<file path="config.mk">
export PLATFORM = sky130hd
export DESIGN_NAME = fdn_core
export DESIGN_NICKNAME = d
export VERILOG_FILES = /design/src/fdn_mash_acc.v /design/src/fdn_core.v
export VERILOG_INCLUDE_DIRS = /design/src
export SDC_FILE = /design/constraint.sdc
export NUM_CORES = 2
export LEC_CHECK = 0
export ABC_CLOCK_PERIOD_IN_PS = 9300
export BUFFER_PORTS_ARGS = -buffer_cell sky130_fd_sc_hd__clkbuf_2
export CELL_PAD_IN_SITES_DETAIL_PLACEMENT = 1
export CELL_PAD_IN_SITES_GLOBAL_PLACEMENT = 2
export CORE_ASPECT_RATIO = 0.75
export CORE_MARGIN = 4
export CORE_UTILIZATION = 35
export DETAILED_ROUTE_END_ITERATION = 10
export PLACE_DENSITY = 0.87
export SETUP_SLACK_MARGIN = 0.02
export SYNTH_ARGS = -nofsm -noshare
export SYNTH_HDL_FRONTEND = slang
export SYNTH_SLANG_ARGS = --single-unit
</file>
<file path="constraint.sdc">
create_clock -name clk_i -period 9.3 [get_ports clk_i]
set_clock_uncertainty 0.1 [all_clocks]
set_input_delay 0.465 -clock clk_i [delete_from_list [all_inputs] [get_ports clk_i]]
set_output_delay 0.465 -clock clk_i [all_outputs]
set_load 0.01 [all_outputs]
</file>
<file path="src/fdn_map.vh">
// Register map, field positions, reset values and timing counts of the
// fractional-N divider control block.
// Assumes a 32-bit classic Wishbone slave port with word-aligned registers.
`ifndef FDN_MAP_VH
`define FDN_MAP_VH

// ****************************************************************
// Register byte offsets
// ****************************************************************
`define FDN_ADDR_CFG0     8'h00
`define FDN_ADDR_NUM      8'h04
`define FDN_ADDR_DEN      8'h08
`define FDN_ADDR_REF      8'h0C
`define FDN_ADDR_CAL      8'h10
`define FDN_ADDR_STAT     8'h14

// ****************************************************************
// Field positions
// ****************************************************************
`define FDN_CFG0_INT      15:0
`define FDN_CFG0_ORDER    17:16
`define FDN_CFG0_DITHER   19:18
`define FDN_FRAC_W        22
`define FDN_REF_RDIV      11:0
`define FDN_REF_DBL       12
`define FDN_REF_ODIV      21:16
`define FDN_CAL_CODE      7:0
`define FDN_CAL_CORE      9:8
`define FDN_CAL_WIN       25:16

// ****************************************************************
// Reset values
// ****************************************************************
`define FDN_RST_INT       16'h0064
`define FDN_RST_DEN       22'h000001
`define FDN_RST_RDIV      12'h001
`define FDN_RST_ODIV      6'h02
`define FDN_RST_CODE      8'h7F
`define FDN_RST_WIN       10'h064
`define FDN_DEN_MAX       22'h3FFFFF
`define FDN_LFSR_SEED     16'hACE1

// ****************************************************************
// Calibration limits
// ****************************************************************
`define FDN_CAL_MAX_STEPS 9'h100

`endif

</file>
<file path="src/fdn_mash_acc.v">
// One accumulator stage of the cascaded delta-sigma modulator.
// Assumes in_i is below den_i and den_i is at least one.
`default_nettype none

module fdn_mash_acc
(
  input  wire        clk_i,
  input  wire        rst_i,
  input  wire        ce_i,
  input  wire        clr_i,
  input  wire        step_i,
  input  wire [21:0] den_i,
  input  wire [21:0] in_i,
  output reg  [21:0] acc_o,
  output reg         carry_o
);

  wire [22:0] sum_w = {1'b0, acc_o} + {1'b0, in_i};

  // Wrap modulo the denominator; the carry is the stage's one-bit output
  always @(posedge clk_i)
  begin
    if (rst_i)
    begin
      acc_o   <= 22'h000000;
      carry_o <= 1'b0;
    end
    else if (ce_i)
    begin
      if (clr_i)
      begin
        acc_o   <= 22'h000000;
        carry_o <= 1'b0;
      end
      else if (step_i)
      begin
        if (sum_w >= {1'b0, den_i})
        begin
          acc_o   <= sum_w[21:0] - den_i;
          carry_o <= 1'b1;
        end
        else
        begin
          acc_o   <= sum_w[21:0];
          carry_o <= 1'b0;
        end
      end
    end
  end

endmodule // fdn_mash_acc

`default_nettype wire

</file>
<file path="src/fdn_core.v">
// Reference path, fractional-N feedback divider, delta-sigma modulator and
// VCO band calibration sequencer, with a classic Wishbone register port.
// Assumes reference and VCO feedback arrive as asynchronous pins that are
// slow against clk_i, so each edge is seen after a two-flop synchroniser.
//
// Added by the designer: the address map and the Wishbone interface to the registers.
`default_nettype none
`include "fdn_map.vh"

module fdn_core
(
  input  wire        clk_i,
  input  wire        rst_i,
  input  wire        ce_i,
  input  wire        wb_cyc_i,
  input  wire        wb_stb_i,
  input  wire        wb_we_i,
  input  wire [7:0]  wb_adr_i,
  input  wire [3:0]  wb_sel_i,
  input  wire [31:0] wb_dat_i,
  output reg  [31:0] wb_dat_o,
  output reg         wb_ack_o,
  input  wire        reference_input_i,
  input  wire        vco_feedback_i,
  output reg         pd_tick_o,
  output reg         fb_tick_o,
  output reg         out_clk_o,
  output reg  [17:0] n_inst_o,
  output reg  [1:0]  vco_core_o,
  output reg  [7:0]  osc_cap_select_code_o,
  output reg         cal_busy_o
);

  // ****************************************************************
  // Calibration states
  // ****************************************************************
  localparam [2:0] CAL_IDLE = 3'b001;
  localparam [2:0] CAL_MEAS = 3'b010;
  localparam [2:0] CAL_DONE = 3'b100;

  // Byte-lane merge, used by every writable register
  function [31:0] merge;
    input [31:0] old_v;
    input [31:0] new_v;
    input [3:0]  sel;
    integer k;
    begin
      merge = old_v;
      for (k = 0; k < 4; k = k + 1)
        if (sel[k])
          merge[k*8 +: 8] = new_v[k*8 +: 8];
    end
  endfunction

  reg  [31:0] cfg0_q, num_q, den_q, ref_q, cal_q;
  reg  [2:0]  ref_sync_q, vco_sync_q;
  reg  [11:0] rcnt_q;
  reg  [17:0] fcnt_q;
  reg  [5:0]  ocnt_q;
  reg         c2p_q, c3p_q, c3pp_q;
  reg  [15:0] lfsr_q;
  reg  [2:0]  cal_st_q;
  reg  [9:0]  win_q;
  reg  [25:0] vcnt_q;
  reg  [8:0]  steps_q;
  reg         dir_q, dir_ok_q, cal_done_q;

  // ****************************************************************
  // Register port
  // ****************************************************************
  wire        req_w   = wb_cyc_i & wb_stb_i;
  wire        wr_w    = req_w & wb_we_i & wb_ack_o;
  wire        cfg0_wr = wr_w & (wb_adr_i == `FDN_ADDR_CFG0);
  wire [31:0] wmerge  = (wb_adr_i == `FDN_ADDR_NUM) ? merge(num_q, wb_dat_i, wb_sel_i) :
                        merge(den_q, wb_dat_i, wb_sel_i);
  wire [31:0] status_w = {20'h00000, osc_cap_select_code_o, vco_core_o, cal_done_q, cal_busy_o};

  // Ack one cycle after the request; writes land on the edge that samples ack
  always @(posedge clk_i)
  begin
    if (rst_i)
    begin
      wb_ack_o <= 1'b0;
      wb_dat_o <= 32'h00000000;
      cfg0_q   <= {12'h000, 2'b00, 2'b00, `FDN_RST_INT};
      num_q    <= 32'h00000000;
      den_q    <= {10'h000, `FDN_RST_DEN};
      ref_q    <= {10'h000, `FDN_RST_ODIV, 3'b000, 1'b0, `FDN_RST_RDIV};
      cal_q    <= {6'h00, `FDN_RST_WIN, 6'h00, 2'b00, `FDN_RST_CODE};
    end
    else if (ce_i)
    begin
      wb_ack_o <= req_w & ~wb_ack_o;
      if (req_w & ~wb_ack_o)
      begin
        case (wb_adr_i)
          `FDN_ADDR_CFG0: wb_dat_o <= {12'h000, cfg0_q[19:0]};
          `FDN_ADDR_NUM:  wb_dat_o <= {10'h000, num_q[21:0]};
          `FDN_ADDR_DEN:  wb_dat_o <= {10'h000, den_q[21:0]};
          `FDN_ADDR_REF:  wb_dat_o <= {10'h000, ref_q[21:16], 3'b000, ref_q[12:0]};
          `FDN_ADDR_CAL:  wb_dat_o <= {6'h00, cal_q[25:16], 6'h00, cal_q[9:0]};
          `FDN_ADDR_STAT: wb_dat_o <= status_w;
          default:        wb_dat_o <= 32'h00000000;
        endcase
      end
      if (cfg0_wr)
        cfg0_q <= merge(cfg0_q, wb_dat_i, wb_sel_i);
      if (wr_w & (wb_adr_i == `FDN_ADDR_NUM))
        num_q <= wmerge;
      // A zero denominator is meaningless, so it is held at one
      if (wr_w & (wb_adr_i == `FDN_ADDR_DEN))
        den_q <= (wmerge[21:0] == 22'h000000) ? {10'h000, `FDN_RST_DEN} : {10'h000, wmerge[21:0]};
      if (wr_w & (wb_adr_i == `FDN_ADDR_REF))
        ref_q <= merge(ref_q, wb_dat_i, wb_sel_i);
      if (wr_w & (wb_adr_i == `FDN_ADDR_CAL))
        cal_q <= merge(cal_q, wb_dat_i, wb_sel_i);
    end
  end

  // ****************************************************************
  // Pin synchronisers and edge events
  // ****************************************************************
  always @(posedge clk_i)
  begin
    if (rst_i)
    begin
      ref_sync_q <= 3'b000;
      vco_sync_q <= 3'b000;
    end
    else if (ce_i)
    begin
      ref_sync_q <= {ref_sync_q[1:0], reference_input_i};
      vco_sync_q <= {vco_sync_q[1:0], vco_feedback_i};
    end
  end

  // Edge detectors look only at the second and third stages
  wire ref_rise = ref_sync_q[1] & ~ref_sync_q[2];
  wire ref_ev   = ref_q[`FDN_REF_DBL] ? (ref_sync_q[1] ^ ref_sync_q[2]) : ref_rise;
  wire vco_ev   = vco_sync_q[1] & ~vco_sync_q[2];

  // ****************************************************************
  // Reference doubler and R divider
  // ****************************************************************
  wire [11:0] rdiv_w = (ref_q[`FDN_REF_RDIV] == 12'h000) ? 12'h001 : ref_q[`FDN_REF_RDIV];

  // Counts doubled or plain reference events, so both stages may be used at once
  always @(posedge clk_i)
  begin
    if (rst_i)
    begin
      rcnt_q    <= 12'h000;
      pd_tick_o <= 1'b0;
    end
    else if (ce_i)
    begin
      pd_tick_o <= 1'b0;
      if (ref_ev)
      begin
        if (rcnt_q >= rdiv_w - 12'h001)
        begin
          rcnt_q    <= 12'h000;
          pd_tick_o <= 1'b1;
        end
        else
          rcnt_q <= rcnt_q + 12'h001;
      end
    end
  end

  // ****************************************************************
  // Delta-sigma modulator
  // ****************************************************************
  wire [21:0] den_w    = den_q[21:0];
  wire [21:0] num_w    = (num_q[21:0] >= den_w) ? den_w - 22'h000001 : num_q[21:0];
  wire        fb_end   = vco_ev & (fcnt_q >= n_inst_o - 18'h00001);
  wire [1:0]  order_w  = cfg0_q[`FDN_CFG0_ORDER];
  wire [2:0]  dith_w   = (cfg0_q[`FDN_CFG0_DITHER] == 2'b00) ? 3'h0 :
                         (cfg0_q[`FDN_CFG0_DITHER] == 2'b01) ? {2'b00, lfsr_q[0]} :
                         (cfg0_q[`FDN_CFG0_DITHER] == 2'b10) ? {1'b0, lfsr_q[1:0]} : lfsr_q[2:0];
  wire [21:0] acc_w [0:2];
  wire [21:0] in_w  [0:2];
  wire [2:0]  car_w;
  wire [22:0] dsum_w   = {1'b0, acc_w[0]} + {20'h00000, dith_w};

  // Dither enters stage two, whose output is differenced, so the mean is kept
  assign in_w[0] = num_w;
  assign in_w[1] = (dsum_w < {1'b0, den_w}) ? dsum_w[21:0] : acc_w[0];
  assign in_w[2] = acc_w[1];

  genvar g;
  generate
    for (g = 0; g < 3; g = g + 1)
    begin : g_stage
      fdn_mash_acc u_acc
      (
        .clk_i   (clk_i),
        .rst_i   (rst_i),
        .ce_i    (ce_i),
        .clr_i   (cfg0_wr),
        .step_i  (fb_end),
        .den_i   (den_w),
        .in_i    (in_w[g]),
        .acc_o   (acc_w[g]),
        .carry_o (car_w[g])
      );
    end
  endgenerate

  // Noise-cancel terms: order 1 uses c1, 2 adds c2 difference, 3 adds c3 second difference
  wire [3:0] d1  = {3'b000, car_w[0]};
  wire [3:0] d2  = {3'b000, car_w[1]} - {3'b000, c2p_q};
  wire [3:0] d3  = {3'b000, car_w[2]} - {2'b00, c3p_q, 1'b0} + {3'b000, c3pp_q};
  wire [3:0] dn  = (order_w == 2'b00) ? 4'h0 :
                   (order_w == 2'b01) ? d1 :
                   (order_w == 2'b10) ? d1 + d2 : d1 + d2 + d3;
  wire [17:0] n_next = {2'b00, cfg0_q[`FDN_CFG0_INT]} + {{14{dn[3]}}, dn};

  // History of carries, cleared with the stages so the sequence restarts
  always @(posedge clk_i)
  begin
    if (rst_i)
    begin
      c2p_q    <= 1'b0;
      c3p_q    <= 1'b0;
      c3pp_q   <= 1'b0;
      lfsr_q   <= `FDN_LFSR_SEED;
      n_inst_o <= {2'b00, `FDN_RST_INT};
    end
    else if (ce_i)
    begin
      if (cfg0_wr)
      begin
        c2p_q  <= 1'b0;
        c3p_q  <= 1'b0;
        c3pp_q <= 1'b0;
        lfsr_q <= `FDN_LFSR_SEED;
      end
      else if (fb_end)
      begin
        c2p_q    <= car_w[1];
        c3p_q    <= car_w[2];
        c3pp_q   <= c3p_q;
        lfsr_q   <= {lfsr_q[14:0], lfsr_q[15] ^ lfsr_q[13] ^ lfsr_q[12] ^ lfsr_q[10]};
        n_inst_o <= n_next;
      end
    end
  end

  // ****************************************************************
  // Feedback divider and output divider
  // ****************************************************************
  wire [5:0] ohalf_w = (ref_q[`FDN_REF_ODIV] < 6'h02) ? 6'h01 : {1'b0, ref_q[21:17]};

  // A new N is taken only at the end of a feedback divider cycle; a new output ratio applies at once
  always @(posedge clk_i)
  begin
    if (rst_i)
    begin
      fcnt_q    <= 18'h00000;
      fb_tick_o <= 1'b0;
      ocnt_q    <= 6'h00;
      out_clk_o <= 1'b0;
    end
    else if (ce_i)
    begin
      fb_tick_o <= fb_end;
      if (vco_ev)
        fcnt_q <= fb_end ? 18'h00000 : fcnt_q + 18'h00001;
      if (vco_ev)
      begin
        if (ocnt_q >= ohalf_w - 6'h01)
        begin
          ocnt_q    <= 6'h00;
          out_clk_o <= ~out_clk_o;
        end
        else
          ocnt_q <= ocnt_q + 6'h01;
      end
    end
  end

  // ****************************************************************
  // VCO band calibration, timed by rising reference edges
  // ****************************************************************
  wire [25:0] target_w = cal_q[`FDN_CAL_WIN] * cfg0_q[`FDN_CFG0_INT];
  wire        fast_w   = vco_cnt_gt(vcnt_q, target_w);
  wire        edge_w   = fast_w ? (osc_cap_select_code_o == 8'hFF) : (osc_cap_select_code_o == 8'h00);

  function vco_cnt_gt;
    input [25:0] a;
    input [25:0] b;
    begin
      vco_cnt_gt = (a > b);
    end
  endfunction

  // Search walks the cap code from the host's start point until the error changes sign or is zero, the code reaches an end, or the step limit is hit
  always @(posedge clk_i)
  begin
    if (rst_i)
    begin
      cal_st_q   <= CAL_IDLE;
      win_q      <= 10'h000;
      vcnt_q     <= 26'h0000000;
      steps_q    <= 9'h000;
      dir_q      <= 1'b0;
      dir_ok_q   <= 1'b0;
      cal_done_q <= 1'b0;
      cal_busy_o <= 1'b0;
      vco_core_o <= 2'b00;
      osc_cap_select_code_o <= `FDN_RST_CODE;
    end
    else if (ce_i)
    begin
      if (cfg0_wr)
      begin
        cal_st_q   <= CAL_MEAS;
        win_q      <= 10'h000;
        vcnt_q     <= 26'h0000000;
        steps_q    <= 9'h000;
        dir_ok_q   <= 1'b0;
        cal_done_q <= 1'b0;
        cal_busy_o <= 1'b1;
        vco_core_o <= cal_q[`FDN_CAL_CORE];
        osc_cap_select_code_o <= cal_q[`FDN_CAL_CODE];
      end
      else
      begin
        case (cal_st_q)
          CAL_IDLE: cal_busy_o <= 1'b0;
          CAL_MEAS:
          begin
            if (vco_ev)
              vcnt_q <= vcnt_q + 26'h0000001;
            // Window length counts reference edges, so a missing reference stalls here
            if (ref_rise)
            begin
              if (win_q >= cal_q[`FDN_CAL_WIN] - 10'h001)
              begin
                win_q   <= 10'h000;
                vcnt_q  <= 26'h0000000;
                steps_q <= steps_q + 9'h001;
                dir_q   <= fast_w;
                dir_ok_q <= 1'b1;
                if ((dir_ok_q & (dir_q != fast_w)) | edge_w | (steps_q >= `FDN_CAL_MAX_STEPS) |
                    (vcnt_q == target_w))
                  cal_st_q <= CAL_DONE;
                else if (fast_w)
                  osc_cap_select_code_o <= osc_cap_select_code_o + 8'h01;
                else
                  osc_cap_select_code_o <= osc_cap_select_code_o - 8'h01;
              end
              else
                win_q <= win_q + 10'h001;
            end
          end
          CAL_DONE:
          begin
            cal_busy_o <= 1'b0;
            cal_done_q <= 1'b1;
            cal_st_q   <= CAL_IDLE;
          end
          default: cal_st_q <= CAL_IDLE;
        endcase
      end
    end
  end

endmodule // fdn_core

`default_nettype wire

</file>
==> run summary <==
GRT Overall Usage - 23.4%
Primary FF master, synth - dfxtp_1
PwrDens - 96.1 mW/mm^2
max-slew violations - 0
Final Hold Fails - 0
TritonCTS buffer count - 42
net switching power figure - 0.868 mW
largest net degree at the start of global routing - 74
EDFF count, synth - 0
global-route wire length before repair - 177 mm
CP Capture Type - flop
Yosys reg bits - 343
Starting Density - 35.3%
number of library cell types mapped by synthesis - 83
actual slew at the worst max-slew pin - 1.33 ns
Post-Synthesis Cells - 3974
CTS clk-pin slew, worst paths - 0.06 ns
Setup crit start kind - flop
status - complete, no violations
Die ar. - 0.0955 sq mm
Port Buf Inserts - 104
Sink Count - 343
async set or reset register ratio after synthesis - 0%
core area - 0.0897 sq mm
Peak Freq - 111 MHz
GRT overflow - 0
Hold Crit Class - input pin to flop
CP bufs+invs - 2
final period utilization - 96.6%
DRC Markers - 0
cell mode on critical path - ha_1
CP Class - flop to flop
CP delay by family, top - compound AO/OA/AOI/OAI gates
sequential element share of the synthesized area - 21.7%
Max VDD drop - 120 uV
Clock Path Buffers - 3
CTS Root Cell - clkbuf_16
H-Tree Depth - 2
residual antenna-violating net count after detailed routing - 0
Period minus WS final - 8.98 ns
Synth Cell Area - 0.0317 sq mm
clock power share - 53.8%
Die Ht - 269 um
I/O Pins - 117
Worst Path Arrival - 9.36 ns
Core Util, Final - 39.9%
Max-Cap Viols - 0
Logic pwr share - 3.4%
Worst EP required - 9.68 ns
HPWL Detailed - 88.7 mm
worst-path maximum fanout - 4
vias in the first global route - 29900
Pint - 2.58 mW
Final Setup Violations - 0
fraction of power spent switching nets - 25.2%
worst-skew pair later-pin latency - 0.64 ns
area occupied by multi-input gates - 0.0235 sq mm
slew margin rel. - 10.9%
CTS tree - yes
initial antenna violation count - 4
leakage - 16.2 nW
via count - 29900
vias per cell - 5.62
layout cells sized above 1 - 10.6%
Critical Path Max Stage Delay - 0.60 ns
# nets final - 4594
first-pass detailed-route iteration total - 6
register share of total power - 42.8%
Post-Layout Cell Count - 5317
placed instance count - 5227
Iter 0 DRT Violations - 2390
row count - 95
yosys warns - 0
RePlAce Congestion - 0.896
Syn-to-layout area delta - 13.0%
detailed-route wire length - 114 mm
Crit-path slowest cell - or4b_2
post-DR wirelength/cell - 21.4 um
register area - 0.00689 sq mm
Fillers - 10800
Die W - 356 um
Mapped Avg Cell Area - 7.98 sq um
## registers in the layout, summed over array words and instances (netlist names), 8 cells and up
signal and flops:
g_stage.u_acc.acc_o 66, vcnt_q 26, wb_dat_o 26, den_q 22, num_q 22, cal_q 20
cfg0_q 20, ref_q 19, fcnt_q 18, n_inst_o 18, lfsr_q 16, rcnt_q 12
win_q 10, steps_q 9, osc_cap_select_code_o 8
## per-layer routing
layer	GRT usage [%]	vias to the layer above	part of all wire, %
met5	0	-	0.020
met4	4.32	4	1.7
met3	3.60	114	6.9
met1	35.5	14900	50
met2	35.0	788	41
li1	-	14100	-
## layout make-up
class                      count  area share (%)
antenna                        3          0.0210
clock buffer                  55            3.30
clock inverter                21           0.929
inverter                     240            2.52
multi-input combinational   3224            65.7
sequential                   343            19.3
tap                         1212            4.23
timing repair buffer         219            4.00
## tightest hold or removal path: cells and delay by family
kind            cells  cell delay (ns)
compound gates      1             0.10
buf+inv             1             0.08
simple gates        1             0.06
## path summary, 6_finish.rpt
| check | cells after the start | slack (ns) | from | end |
|---|---|---|---|---|
| worst max-delay path | 39 | 0.32 | lfsr_q[1]$_SDFFE_PP0P_ | g_stage[1].u_acc.acc_o[21]$_SDFFE_PP0P_ |
| worst min-delay path | 3 | 0.04 | wb_dat_i[24] | cal_q[24]$_SDFFE_PP0P_ |
| worst max register to register | 39 | 0.32 | lfsr_q[1]$_SDFFE_PP0P_ | g_stage[1].u_acc.acc_o[21]$_SDFFE_PP0P_ |
| worst min register to register | 2 | 0.35 | wb_dat_o[24]$_SDFFE_PP0P_ | wb_dat_o[24]$_SDFFE_PP0P_ |
## kinds of logic (layout without fill, tap and decap cells)
group | after synthesis | in the layout | synth area share [%]
other | 2 | 10 | 0.0237
DFF | 343 | 343 | 21.7
adders and majority gates | 472 | 472 | 21.5
xor gates and xnor gates | 295 | 295 | 8.15
AOI/OAI and AO/OA | 901 | 901 | 17.8
buffers and inverters | 412 | 535 | 5.15
and+or+nand+nor | 1403 | 1403 | 20.9
muxes | 146 | 146 | 4.81
## what timing repair did
action / in CTS / in global routing
setup endpoints to repair: 25 / 26
hold buffers: 3 / 0
setup buffers: 0 / 8
hold endpoints to repair: 3 / 0
pin swaps: 3 / 21
gates resized for setup: 9 / 77
## synthesized netlist by cell type (81+ instances only)
| library cell | instances | area (sq um) |
|---|---|---|
| dfxtp_1 | 343 | 6870 |
| nor3_1 | 81 | 405 |
| fa_1 | 121 | 2420 |
| nand2_1 | 491 | 1840 |
| inv_1 | 239 | 897 |
| xor2_1 | 138 | 1210 |
| o21ai_0 | 210 | 1050 |
| mux2i_1 | 114 | 1140 |
| a21oi_1 | 287 | 1440 |
| xnor2_1 | 157 | 1380 |
| nor2_1 | 312 | 1170 |
| ha_1 | 351 | 4390 |
| nand3_1 | 127 | 636 |
| clkbuf_1 | 133 | 499 |
| a21o_1 | 92 | 691 |
| and2_1 | 94 | 588 |
## layout by cell type, fill, tap and decap left out, drive strengths merged, types with 92 or more instances in the layout
master	count
a21oi	287
xnor2	157
buf	113
ha	351
nor2	313
fa	121
a21o	92
mux2i	114
dfxtp	343
nand2	491
o21ai	223
inv	245
nand3	127
and2	95
xor2	138
clkbuf	158
## per-stage QoR
| step | hold WS [ns] | area (sq um) | TNS, ns | worst slack (ns) | total power [mW] |
|---|---|---|---|---|---|
| 2_1_floorplan | 0.326 | 31700 | 0 | 0.458 | 1.57 |
| 3_3_place_gp | 0.342 | 33900 | -0.474 | -0.201 | 1.62 |
| 3_5_place_dp | 0.348 | 33900 | -2.22 | -0.265 | 1.62 |
| 4_1_cts | 0.0180 | 35500 | 0 | 0.0218 | 3.48 |
| 5_1_grt | 0.0389 | 35800 | -0.332 | -0.113 | 3.56 |
| 6_report | 0.0420 | 35800 | 0 | 0.316 | 3.44 |
## power groups by stage
stage               Clock [mW]  Combinational [mW]  Sequential, mW
floorplan                    0              0.0603            1.51
global placement             0               0.112            1.51
detailed placement           0               0.112            1.51
CTS                       1.89               0.114            1.48
global route              1.96               0.123            1.47
finish                    1.85               0.117            1.47
(Power assumes the default switching activity.)
